## config.mk

```make
export PLATFORM = sky130hd
export DESIGN_NAME = ctm_timing
export DESIGN_NICKNAME = d
export VERILOG_FILES = /design/src/ctm_pkg.sv /design/src/ctm_timing.sv
export VERILOG_INCLUDE_DIRS = /design/src /design/src/src
export SDC_FILE = /design/constraint.sdc
export NUM_CORES = 1
export LEC_CHECK = 0
export BUFFER_PORTS_ARGS = -buffer_cell sky130_fd_sc_hd__buf_4
export CORE_MARGIN = 1.5
export CORE_UTILIZATION = 59
export CTS_CLUSTER_SIZE = 30
export DETAILED_ROUTE_END_ITERATION = 8
export GPL_TIMING_DRIVEN = 0
export PLACE_DENSITY = 0.87
export RECOVER_POWER = 50
export SLEW_MARGIN = 10
export SYNTH_ARGS = -nofsm -noshare
export SYNTH_HDL_FRONTEND = slang
export SYNTH_SLANG_ARGS = --single-unit
```

## constraint.sdc

```tcl
create_clock -name clk_in -period 3.5 [get_ports clk_in]
set_input_delay 0.175 -clock clk_in [delete_from_list [all_inputs] [get_ports clk_in]]
set_output_delay 0.175 -clock clk_in [all_outputs]
set_load 0.01 [all_outputs]
```

## src/ctm_params.svh

```systemverilog
// Constants for the instruction timing sequencer.
`ifndef CTM_PARAMS_SVH
`define CTM_PARAMS_SVH
// Cycles saved when a conditional branch is not taken.
`define CTM_NT_SAVE 5'h02
// Base and ceiling of a code byte read.
`define CTM_CRD_BASE 5'h04
`define CTM_CRD_MAX 5'h07
// Longest added flash read timing for a code byte read.
`define CTM_CRD_FRT_MAX 5'h02
// Spare opcode that behaves as no-operation.
`define CTM_ALT_NOP 8'ha5
// Cycles of an external data move.
`define CTM_EXT_CYC 5'h03
// Reset value of counters and captured values.
`define CTM_RST_CNT 5'h00
`define CTM_RST_ADDR 16'h0000
`endif

```

## src/ctm_pkg.sv

```systemverilog
// Types shared by the instruction timing sequencer.
package ctm_pkg;
    // One instruction offered for execution.
    typedef struct packed {
        logic valid;
        logic [7:0] opcode;
        logic [15:0] pc;
        logic [7:0] rel;
        logic taken;
    } ctm_issue_t;
    // Debug requests arriving from the two-wire debug link decoder.
    typedef struct packed {
        logic halt;
        logic run;
        logic step;
        logic bp_en;
        logic [15:0] bp_addr;
    } ctm_dbg_t;
    // Decoded timing class of one opcode.
    typedef struct packed {
        logic [1:0] len;
        logic [4:0] cyc;
        logic branch;
        logic code_rd;
        logic ext_mv;
        logic ext_wr;
        logic data_pointer_form;
    } ctm_dec_t;
    // Sequencer states, one-hot.
    typedef enum logic [2:0] {
        CTM_IDLE = 3'b001,
        CTM_EXEC = 3'b010,
        CTM_HALT = 3'b100
    } ctm_state_t;
endpackage : ctm_pkg

```

## src/ctm_timing.sv

```systemverilog
// Instruction timing sequencer with debug halt and flash write steering.
`timescale 1ns/1ps
`default_nettype none
`include "ctm_params.svh"

// Operation
// RULE1 - Decode opcodes with classic binary encoding
// RULE2 - Count durations in plain clock cycles
// RULE3 - Cycles equal bytes except listed cases
// RULE4 - Untaken branch finishes two cycles sooner
// RULE5 - Listed counts hold with prefetch enabled
// RULE6 - Add forms: register one, others two
// RULE7 - Logic to accumulator: register one, indirect two
// RULE8 - Logic to direct: two or three cycles
// RULE9 - Accumulator unary ops take one cycle
// RULE10 - Direct to direct move: three cycles
// RULE11 - Indirect and direct moves: two cycles
// RULE12 - Data pointer load: three bytes, three
// RULE13 - Code byte read takes four to seven
// RULE14 - External data move: one byte, three
// RULE15 - Push direct: two bytes, two cycles
// RULE16 - External write may write or erase flash
// RULE17 - Software reads and writes flash bytewise
// RULE18 - Debug and programming only via two-wire link
// RULE19 - Breakpoints, run, halt, single step supported
// RULE20 - Debug uses no application resources
// RULE21 - Relative offset added to next address
// RULE22 - Spare opcode acts as no-operation
// RULE23 - Add fetch latency when prefetch disabled
module ctm_timing (
    input wire logic clk_in,
    input wire logic rst_in,
    input wire logic ce_in,
    input wire ctm_pkg::ctm_issue_t issue_in,
    input wire ctm_pkg::ctm_dbg_t dbg_in,
    input wire logic prefetch_enable_in,
    input wire logic [1:0] flash_read_timing_in,
    input wire logic flash_write_enable_in,
    input wire logic flash_erase_enable_in,
    output logic ready_out,
    output logic done_out,
    output logic [1:0] len_out,
    output logic [4:0] cyc_out,
    output logic [15:0] target_out,
    output logic code_rd_out,
    output logic external_data_space_wr_out,
    output logic flash_wr_out,
    output logic flash_erase_out,
    output logic halted_out,
    output logic [15:0] dbg_pc_out
);

    // ----------------------------------------
    // Decode helpers
    // ----------------------------------------

    // Builds one timing class entry.
    function automatic ctm_pkg::ctm_dec_t ctm_mk(input logic [1:0] l, input logic [4:0] c,
                                                input logic br);
        ctm_pkg::ctm_dec_t d;
        d = '0;
        d.len = l;
        d.cyc = c;
        d.branch = br;
        return d;
    endfunction : ctm_mk

    // Maps an opcode to its byte length and taken-path cycle count.
    function automatic ctm_pkg::ctm_dec_t ctm_decode(input logic [7:0] op);
        ctm_pkg::ctm_dec_t d;
        d = ctm_mk(2'h1, 5'h01, 1'b0);
        // RULE1 opcode map
        casez (op)
            // RULE22 spare no-operation
            `CTM_ALT_NOP: d = ctm_mk(2'h1, 5'h01, 1'b0);
            8'b????_0001: d = ctm_mk(2'h2, 5'h04, 1'b0);
            8'h02, 8'h12: d = ctm_mk(2'h3, 5'h05, 1'b0);
            8'h22, 8'h32: d = ctm_mk(2'h1, 5'h06, 1'b0);
            8'h73: d = ctm_mk(2'h1, 5'h04, 1'b0);
            8'h80: d = ctm_mk(2'h2, 5'h04, 1'b0);
            8'h10, 8'h20, 8'h30, 8'hb4, 8'hb5, 8'hd5: d = ctm_mk(2'h3, 5'h05, 1'b1);
            8'b1011_011?, 8'b1011_1???: d = ctm_mk(2'h3, 5'h05, 1'b1);
            8'h40, 8'h50, 8'h60, 8'h70, 8'b1101_1???: d = ctm_mk(2'h2, 5'h04, 1'b1);
            // RULE12 pointer load
            8'h90: d = ctm_mk(2'h3, 5'h03, 1'b0);
            // RULE8 logic to direct
            8'h43, 8'h53, 8'h63: d = ctm_mk(2'h3, 5'h03, 1'b0);
            // RULE10 direct to direct
            8'h75, 8'h85: d = ctm_mk(2'h3, 5'h03, 1'b0);
            // RULE13 code byte read
            8'h83, 8'h93: begin
                d = ctm_mk(2'h1, `CTM_CRD_BASE, 1'b0);
                d.code_rd = 1'b1;
            end
            // RULE14 external data move
            8'he0, 8'hf0, 8'b111?_001?: begin
                d = ctm_mk(2'h1, `CTM_EXT_CYC, 1'b0);
                d.ext_mv = 1'b1;
                d.ext_wr = op[4];
                d.data_pointer_form = ~op[1];
            end
            8'ha4: d = ctm_mk(2'h1, 5'h04, 1'b0);
            8'h84: d = ctm_mk(2'h1, 5'h08, 1'b0);
            // RULE6 immediate forms
            8'h24, 8'h34, 8'h44, 8'h54, 8'h64, 8'h74, 8'h94: d = ctm_mk(2'h2, 5'h02, 1'b0);
            // Logic-to-direct with the accumulator, and the bit operations.
            8'h42, 8'h52, 8'h62, 8'h72, 8'b1???_0010: d = ctm_mk(2'h2, 5'h02, 1'b0);
            // RULE15 push and pop
            8'ha0, 8'hb0, 8'hc0, 8'hd0: d = ctm_mk(2'h2, 5'h02, 1'b0);
            8'b????_0101: d = ctm_mk(2'h2, 5'h02, 1'b0);
            // RULE11 indirect moves
            // The pointer increment in the 0xa_ row stays single-cycle, so it is left out here.
            8'b0111_????, 8'b1000_011?, 8'b1000_1???, 8'b1010_011?, 8'b1010_1???: begin
                d = ctm_mk(2'h2, 5'h02, 1'b0);
            end
            // RULE7 indirect operand
            8'b????_011?: d = ctm_mk(2'h1, 5'h02, 1'b0);
            // RULE9 single-cycle register and accumulator ops
            default: d = ctm_mk(2'h1, 5'h01, 1'b0);
        endcase
        return d;
    endfunction : ctm_decode

    // Final cycle count for one issued instruction.
    function automatic logic [4:0] ctm_cycles(input ctm_pkg::ctm_dec_t d, input logic taken,
                                              input logic align, input logic prefetch_enable,
                                              input logic [1:0] frt);
        logic [4:0] c;
        logic [4:0] f;
        f = {3'h0, frt};
        c = d.cyc;
        // RULE13 alignment and read timing stretch
        if (d.code_rd) begin
            c = c + {4'h0, align} + ((f > `CTM_CRD_FRT_MAX) ? `CTM_CRD_FRT_MAX : f);
        end
        // RULE4 untaken branch shortcut
        if (d.branch && !taken) begin
            c = c - `CTM_NT_SAVE;
        end
        // RULE23 flash wait states per fetched byte
        if (!prefetch_enable) begin
            c = c + f * {3'h0, d.len};
        end
        return c;
    endfunction : ctm_cycles

    // ----------------------------------------
    // Issue and sequencing
    // ----------------------------------------

    ctm_pkg::ctm_state_t state_ff; // Sequencer state.
    logic [4:0] cnt_ff; // Enabled cycles left in the running instruction.
    logic [4:0] run_cnt_ff; // Enabled cycles spent so far, compared by the duration check.
    logic step_ff; // One instruction is allowed out of halt.
    logic [1:0] wr_kind_ff; // Pending write: 1 external, 2 flash write, 3 flash erase.
    ctm_pkg::ctm_dec_t dec; // Decode of the offered opcode.
    logic [4:0] nxt_cyc; // Cycle count of the offered instruction.
    logic bp_hit; // Offered address matches the breakpoint.
    logic start; // Instruction accepted this cycle.
    logic finish; // Running instruction ends this cycle.

    assign dec = ctm_decode(issue_in.opcode);
    // RULE5 counts follow the prefetch setting
    assign nxt_cyc = ctm_cycles(dec, issue_in.taken, issue_in.pc[0], prefetch_enable_in,
                                flash_read_timing_in);
    // RULE19 breakpoint compare
    assign bp_hit = dbg_in.bp_en && (issue_in.pc == dbg_in.bp_addr) && !step_ff;
    assign start = ce_in && (state_ff == ctm_pkg::CTM_IDLE) && issue_in.valid && !bp_hit
                   && (!dbg_in.halt || step_ff);
    assign finish = ce_in && (state_ff == ctm_pkg::CTM_EXEC) && (cnt_ff == 5'h01);

    // State moves; halt is taken only between instructions so none is torn.
    always_ff @(posedge clk_in or posedge rst_in) begin
        if (rst_in) begin
            state_ff <= ctm_pkg::CTM_IDLE;
        end else if (ce_in) begin
            unique case (state_ff)
                ctm_pkg::CTM_IDLE: begin
                    // RULE19 halt on request or breakpoint
                    if (start) begin
                        state_ff <= ctm_pkg::CTM_EXEC;
                    end else if (!step_ff && (dbg_in.halt || (issue_in.valid && bp_hit))) begin
                        state_ff <= ctm_pkg::CTM_HALT;
                    end
                end
                ctm_pkg::CTM_EXEC: begin
                    if (finish) begin
                        state_ff <= (dbg_in.halt || step_ff) ? ctm_pkg::CTM_HALT
                                                             : ctm_pkg::CTM_IDLE;
                    end
                end
                ctm_pkg::CTM_HALT: begin
                    // RULE18 link requests resume or step
                    if (dbg_in.run || dbg_in.step) begin
                        state_ff <= ctm_pkg::CTM_IDLE;
                    end
                end
            endcase
        end
    end

    // Single-step permit, raised leaving halt and dropped at the stepped finish.
    always_ff @(posedge clk_in or posedge rst_in) begin
        if (rst_in) begin
            step_ff <= 1'b0;
        end else if (ce_in) begin
            if (state_ff == ctm_pkg::CTM_HALT && dbg_in.step && !dbg_in.run) begin
                step_ff <= 1'b1;
            end else if (finish) begin
                step_ff <= 1'b0;
            end
        end
    end

    // RULE2 cycle counter in system clocks
    always_ff @(posedge clk_in or posedge rst_in) begin
        if (rst_in) begin
            cnt_ff <= `CTM_RST_CNT;
            run_cnt_ff <= `CTM_RST_CNT;
        end else if (ce_in) begin
            if (start) begin
                cnt_ff <= nxt_cyc;
                // Counts completed execute cycles, so it equals the count at done.
                run_cnt_ff <= 5'h00;
            end else if (state_ff == ctm_pkg::CTM_EXEC) begin
                cnt_ff <= cnt_ff - 5'h01;
                run_cnt_ff <= run_cnt_ff + 5'h01;
            end
        end
    end

    // ----------------------------------------
    // Captured results
    // ----------------------------------------

    // Length, count, branch target and debug address captured at issue.
    always_ff @(posedge clk_in or posedge rst_in) begin
        if (rst_in) begin
            len_out <= 2'h0;
            cyc_out <= `CTM_RST_CNT;
            target_out <= `CTM_RST_ADDR;
            code_rd_out <= 1'b0;
            dbg_pc_out <= `CTM_RST_ADDR;
        end else if (ce_in && start) begin
            // RULE3 length beside its cycle count
            len_out <= dec.len;
            cyc_out <= nxt_cyc;
            // RULE21 signed offset from next instruction
            target_out <= issue_in.pc + {14'h0000, dec.len} + {{8{issue_in.rel[7]}}, issue_in.rel};
            code_rd_out <= dec.code_rd;
            // RULE20 debug view kept in its own flops
            dbg_pc_out <= issue_in.pc;
        end
    end

    // RULE16 external write steered to flash
    always_ff @(posedge clk_in or posedge rst_in) begin
        if (rst_in) begin
            wr_kind_ff <= 2'h0;
        end else if (ce_in && start) begin
            if (!dec.ext_wr) begin
                wr_kind_ff <= 2'h0;
            end else if (dec.data_pointer_form && flash_write_enable_in) begin
                wr_kind_ff <= flash_erase_enable_in ? 2'h3 : 2'h2;
            end else begin
                wr_kind_ff <= 2'h1;
            end
        end
    end

    // Completion strobes, one enabled cycle each; the write strobe rises with done, the cycle after the last.
    always_ff @(posedge clk_in or posedge rst_in) begin
        if (rst_in) begin
            done_out <= 1'b0;
            external_data_space_wr_out <= 1'b0;
            flash_wr_out <= 1'b0;
            flash_erase_out <= 1'b0;
        end else if (ce_in) begin
            done_out <= finish;
            external_data_space_wr_out <= finish && (wr_kind_ff == 2'h1);
            // RULE17 bytewise flash write
            flash_wr_out <= finish && (wr_kind_ff == 2'h2);
            flash_erase_out <= finish && (wr_kind_ff == 2'h3);
        end
    end

    // Ready and halted views, registered from the current state.
    always_ff @(posedge clk_in or posedge rst_in) begin
        if (rst_in) begin
            ready_out <= 1'b0;
            halted_out <= 1'b0;
        end else if (ce_in) begin
            // Frozen with the rest of the state while the clock enable is low.
            ready_out <= (state_ff == ctm_pkg::CTM_IDLE) && !start;
            halted_out <= (state_ff == ctm_pkg::CTM_HALT);
        end
    end
endmodule : ctm_timing
`default_nettype wire

```

Word level (Yosys, flattened, before mapping)
Index checks and enable logic that the tools add are counted.

operators by class
  add/subtract/negate cells = 7
  multipliers = 1
  $lt $le $gt $ge = 1
  equal/unequal tests = 68
  muxes and demuxes = 21
  bitwise gates (word level) = 1
  reduce and logical (&&, ||, !) cells = 46

operator list
  kind                number
  $eq 8x8->1 const B  18
  $pmux 12 s12        1
  $eq 8x7->1 const B  17
  $eq 8x6->1 const B  6
  $eq 5x5->1 const B  5
  $mux 5              5
  $mux 12             2
  $eq 7x7->1 const B  3
  $logic_and 1x1->1   19
  $add 16x16->16      1
  $add 16x2->16       1
  $eq 16x16->1        1
  $eq 8x5->1 const B  2
  $mux 3              5
  $reduce_or 10->1    1
  $reduce_or 2->1     5
  $reduce_or 5->1     2
  $pmux 3 s3          1
  $eq 4x3->1 const B  2
  $eq 8x2->1 const B  1
  $reduce_or 8->1     1
  $mux 7              1
  $reduce_or 7->1     1
  $eq 3x2->1 const B  2
  26 further kinds    42

storage, ports and cells
  register bits = 57
  input port bits = 62
  output and inout port bits = 46
  word-level logic and storage cells = 160

Logic depth before layout (Yosys ltp)
  word-level depth = 13
  mapped depth = 21
  depth with buffers taken out = 19

Worst setup path before layout
No wires, ideal clock.

  path kind = in2reg
  from = in issue_in[27] in the netlist's numbering
  to = reg cnt_ff[3]
  setup time = 137 ps
  data arrival time = 4351 ps
  required time = 3363 ps
  path slack = -987 ps
  stages on the path = 20
  buffers on the path = 1
  cells stage by stage = buf_2 > nor4b_1 > and2_1 > a211o_1 > or2_4 > or3_4 > and2_1 > fa_1 > inv_1 > fa_1 > o21a_1 > ha_1 > mux2i_1 > ha_1 > inv_1 > fa_1 > xor2_1 > nor2_1 > a211oi_1 > a21oi_1

between the ends
  longest elaborated chain between the ends = 13
  elaborated cells on any way between the ends = 78
  those cells by class = 4 x add/sub; 1 x mul; 52 x eq/ne; 8 x mux; 13 x reduce/logical

RTL lines
  what                                       line               text
  start, declared                            ctm_timing.sv:34   input wire ctm_pkg::ctm_issue_t issue_in,
  $eq 7x7->1 or $eq 3x2->1 (tied branches)   ctm_timing.sv:73   casez (op)
  $reduce_or 5->1 or $mux 7 (tied branches)  ctm_timing.sv:73
  $mux 12 (2 in series)                      ctm_timing.sv:73
  $pmux 12 s12 (*)                           ctm_timing.sv:73
  $add 5x1->5                                ctm_timing.sv:134  c = c + {4'h0, align} + ((f > `CTM_CRD_FRT_MAX) ? `CTM_CRD_FRT_MAX : f);
  $add 5x2->5                                ctm_timing.sv:134
  $mux 5                                     ctm_timing.sv:133  if (d.code_rd) begin
  $sub 5x2->5 (no line)                      -
  $mux 5                                     ctm_timing.sv:137  if (d.branch && !taken) begin
  $add 5x4->5                                ctm_timing.sv:142  c = c + f * {3'h0, d.len};
  $mux 5 (*)                                 ctm_timing.sv:141  if (!prefetch_enable) begin
  $mux 5 (*)                                 ctm_timing.sv:221  if (start) begin
  end signal, assigned                       ctm_timing.sv:218  cnt_ff <= `CTM_RST_CNT;
  end signal, assigned                       ctm_timing.sv:222  cnt_ff <= nxt_cyc;
  end signal, assigned                       ctm_timing.sv:226  cnt_ff <= cnt_ff - 5'h01;
  end, declared                              ctm_timing.sv:152  logic [4:0] cnt_ff;

Mark *: on every way between the ends. The rest lies on a longest branch, timed or not.
A chain may end at the register's enable or synchronous reset.

Worst setup path in the final report
  from = in issue_in[30] in the netlist's numbering
  to = reg cnt_ff[2]

between the ends
  longest elaborated chain between the ends = 13
  elaborated cells on any way between the ends = 78
  those cells by class = 4 x add/sub; 1 x mul; 53 x eq/ne; 7 x mux; 13 x reduce/logical

RTL lines
  what                                      line
  $eq 7x7->1, or another cell as far along  ctm_timing.sv:73
  $reduce_or 5->1                           ctm_timing.sv:73
  $mux 12 (2 in series)                     ctm_timing.sv:73
  $pmux 12 s12 (*)                          ctm_timing.sv:73
  $add 5x1->5                               ctm_timing.sv:134
  $add 5x2->5                               ctm_timing.sv:134
  $mux 5                                    ctm_timing.sv:133
  $sub 5x2->5 (no line)                     -
  $mux 5                                    ctm_timing.sv:137
  $add 5x4->5                               ctm_timing.sv:142
  $mux 5 (*)                                ctm_timing.sv:141
  $mux 5 (*)                                ctm_timing.sv:221

Marked as above.

==> run metrics <==
Clock Sinks 57; WL met2 7290 um; R2R Setup Slk 1.10 ns; clock buffer depth 2; DP Wirelength 8780 um; clk slew on worst S/H paths 0.07 ns; Most used DFF post-synth dfrtp_1; sequential share of the synthesized area 32.8%; Filler cells 359; number of top-level design ports 108; Avg Inst Size Synth 9.45 um^2; wire length on met3 1000 um; critical path type in2reg; normalized max-slew margin -26.5%; #FFs+latches synth 57; highest layer used for signal routing met4; PortBufs 104; 1st-pass router iterations 5; DP Worst Slack -1.17 ns; Vias 4477; Final Instance Area 6150 um^2; area occupied by multi-input gates 3080 um^2; CP Capture Type flip-flop; initial antenna violation count 0; final wirelength 14600 um; die area 7890 um^2; CTS Buf Count 9; Worst VDD drop 406 uV; Leak Pwr 2.88 nW; M1 wire length 5600 um; all-layer global routing usage 34.4%; GPL Wtd Cong 0.942; Fmax 230 MHz; Area Growth Syn to Fin 41.5%; RSZ-0062 raised after global routing true; Starting Density 60.6%; synthesized cell area 4350 um^2; DRC 0; post-route core utilization 85.7%; first-pass GRT wire length 20500 um; worst hold path class in2reg; nets 716; Vias/cell 6.26; DR iter-0 viols 330; Slew Limit Fails 40; Netlist cell types 75; Root Buffer clkbuf_8; Ant. Diodes 0; largest net degree at the start of global routing 40; most frequent cells in the layout 117 x buf_4, 56 x dfrtp_1, 48 x nand2_1, 35 x ha_1; Slew @ Worst Pin 1.90 ns; cell count after synthesis 460; Post-synth EDFFs 0; vias in the first global route 4281; FP Rows 31; Worst EP arrival 4.58 ns; Setup crit start kind input pin; synthesized net count 565; wire length per cell 20.4 um; failing checks max-capacitance violations, max-slew violations, negative setup slack; CP max FO 10; setup violators final 15; Async S/R FF share, synth 100%; YS warnings 0; share of cells above drive strength 1 40.4%; worst setup margin -0.845 ns; post-route ant nets 0; Die Ht 88.8 um; post-route clock period utilization 124%; Setup Skew 0.00816 ns; critical path required time 3.74 ns; core area 7180 um^2; Sequential cell area 1430 um^2; status finished, violations left; area post-placement 5350 um^2; max cap viols 1; worst skew pair latency 0.36 ns; Chip Width 88.8 um; GR Overflow Total 0; post-route minimum period 4.34 ns; Final Hold Fails 0; PD cells 544 nW/um^2; CTS tree built; commonest non-fill, non-tap cell in the layout buf_4; H-tree depth 3
-- registers in the layout (all words and copies together), names as in the netlist, 2 cells and up --
| register | count |
|---|---|
| wr_kind_ff | 2 |
| cyc_out | 5 |
| cnt_ff | 5 |
| len_out | 2 |
| state_ff | 3 |
| dbg_pc_out | 16 |
| target_out | 16 |
-- Yosys cell counts (all sizes together) (3+ instances only) --
library cell / n / share of area (%)
dfrtp: 56 / 32
inv: 27 / 2.3
or2: 8 / 1.2
buf: 12 / 2.1
o21ai: 33 / 3.9
ha: 36 / 10
nand2: 48 / 4.1
a211o: 3 / 0.60
o211ai: 4 / 0.69
nor3: 8 / 0.92
a21boi: 4 / 0.69
and3: 5 / 0.72
nand3: 7 / 0.81
nor2: 28 / 2.4
nand2b: 6 / 0.86
nor3b: 4 / 0.81
fa: 7 / 3.2
or3: 5 / 0.95
and2: 7 / 1.1
a32o: 3 / 0.69
xor2: 16 / 3.2
o22ai: 3 / 0.43
xnor2: 16 / 3.2
a21oi: 25 / 3.1
a31oi: 3 / 0.43
nand4: 8 / 1.3
nor2b: 3 / 0.43
mux2: 22 / 5.7
clkbuf: 7 / 0.60
a21o: 4 / 0.69
-- cell families after synthesis --
logic type,after synthesis,share of synthesized area [%]
multiplexers,23,5.93
buffers and inverters,46,5.01
XOR/XNOR,32,6.45
AND/OR/NAND/NOR,151,18.5
AO/OA/AOI/OAI,108,17.6
adder cells (fa/ha/maj),43,13.6
flip-flops,57,32.8
-- where the power goes --
| group | internal, mW | switching [mW] |
|---|---|---|
| Combinational | 0.741 | 0.790 |
| Clock | 0.420 | 0.291 |
| Sequential | 0.925 | 0.180 |
-- through the flow --
step	TNS, ns	instances	hold WS [ns]	total power [mW]
5_1_grt	-9.74	715	0.0469	3.50
3_5_place_dp	-13.79	664	0.197	2.47
2_1_floorplan	-6.46	460	0.271	1.86
3_3_place_gp	-12.82	663	0.386	2.40
6_report	-7.88	715	0.0458	3.35
4_1_cts	-6.40	703	0.0478	3.24
-- worst max-delay path, stage by stage --
cell	delay, ns
buf_6	0.12
clkbuf_4	0.20
nand2b_1	0.15
o22ai_1	0.10
a311oi_1	0.48
nor3b_4	0.30
o21ai_1	0.10
and2_4	0.17
fa_2	0.35
inv_2	0.07
fa_1	0.42
o21a_1	0.20
ha_1	0.30
mux2i_1	0.09
ha_1	0.34
inv_2	0.05
fa_2	0.57
inv_2	0.04
o22ai_2	0.12
a311o_1	0.17
nand2_1	0.07
-- cell type report --
class / instances / area share [%]
clock buffer: 13 / 2.42
tap: 99 / 2.01
inverter: 27 / 1.65
timing repair buffer: 140 / 16.9
sequential: 57 / 23.2
buffer: 19 / 2.67
multi-input combinational: 357 / 50.1
clock inverter: 3 / 1.06
-- path summary, 6_finish.rpt --
| kind | startpoint | to | cells after the start |
|---|---|---|---|
| worst max register to register | state_ff[2] | cyc_out[2] | 7 |
| worst min-delay path | ce_in | ready_out | 2 |
| min in group asynchronous | rst_in | state_ff[2] | 3 |
| max in group asynchronous | rst_in | dbg_pc_out[4] | 4 |
| worst max-delay path | issue_in[30] | cnt_ff[2] | 21 |
| worst min register to register | halted_out | halted_out | 2 |
-- timing repair --
action                                 4_1_cts  5_1_grt
pin swaps                                   14       20
endpoints found under the hold margin       17        0
resized for setup                           39       46
hold buffers                                 1        0
setup endpoints to repair                   16       17
buffers inserted                            22       13
-- metal layers --
metal / up-vias / global-route usage, %
li1: 1961 / -
met1: 2174 / 41.6
met2: 279 / 57.2
met3: 63 / 7.28
met4: 0 / 18.9
met5: - / 0
Note: power is estimated with default switching activity, not from simulation.
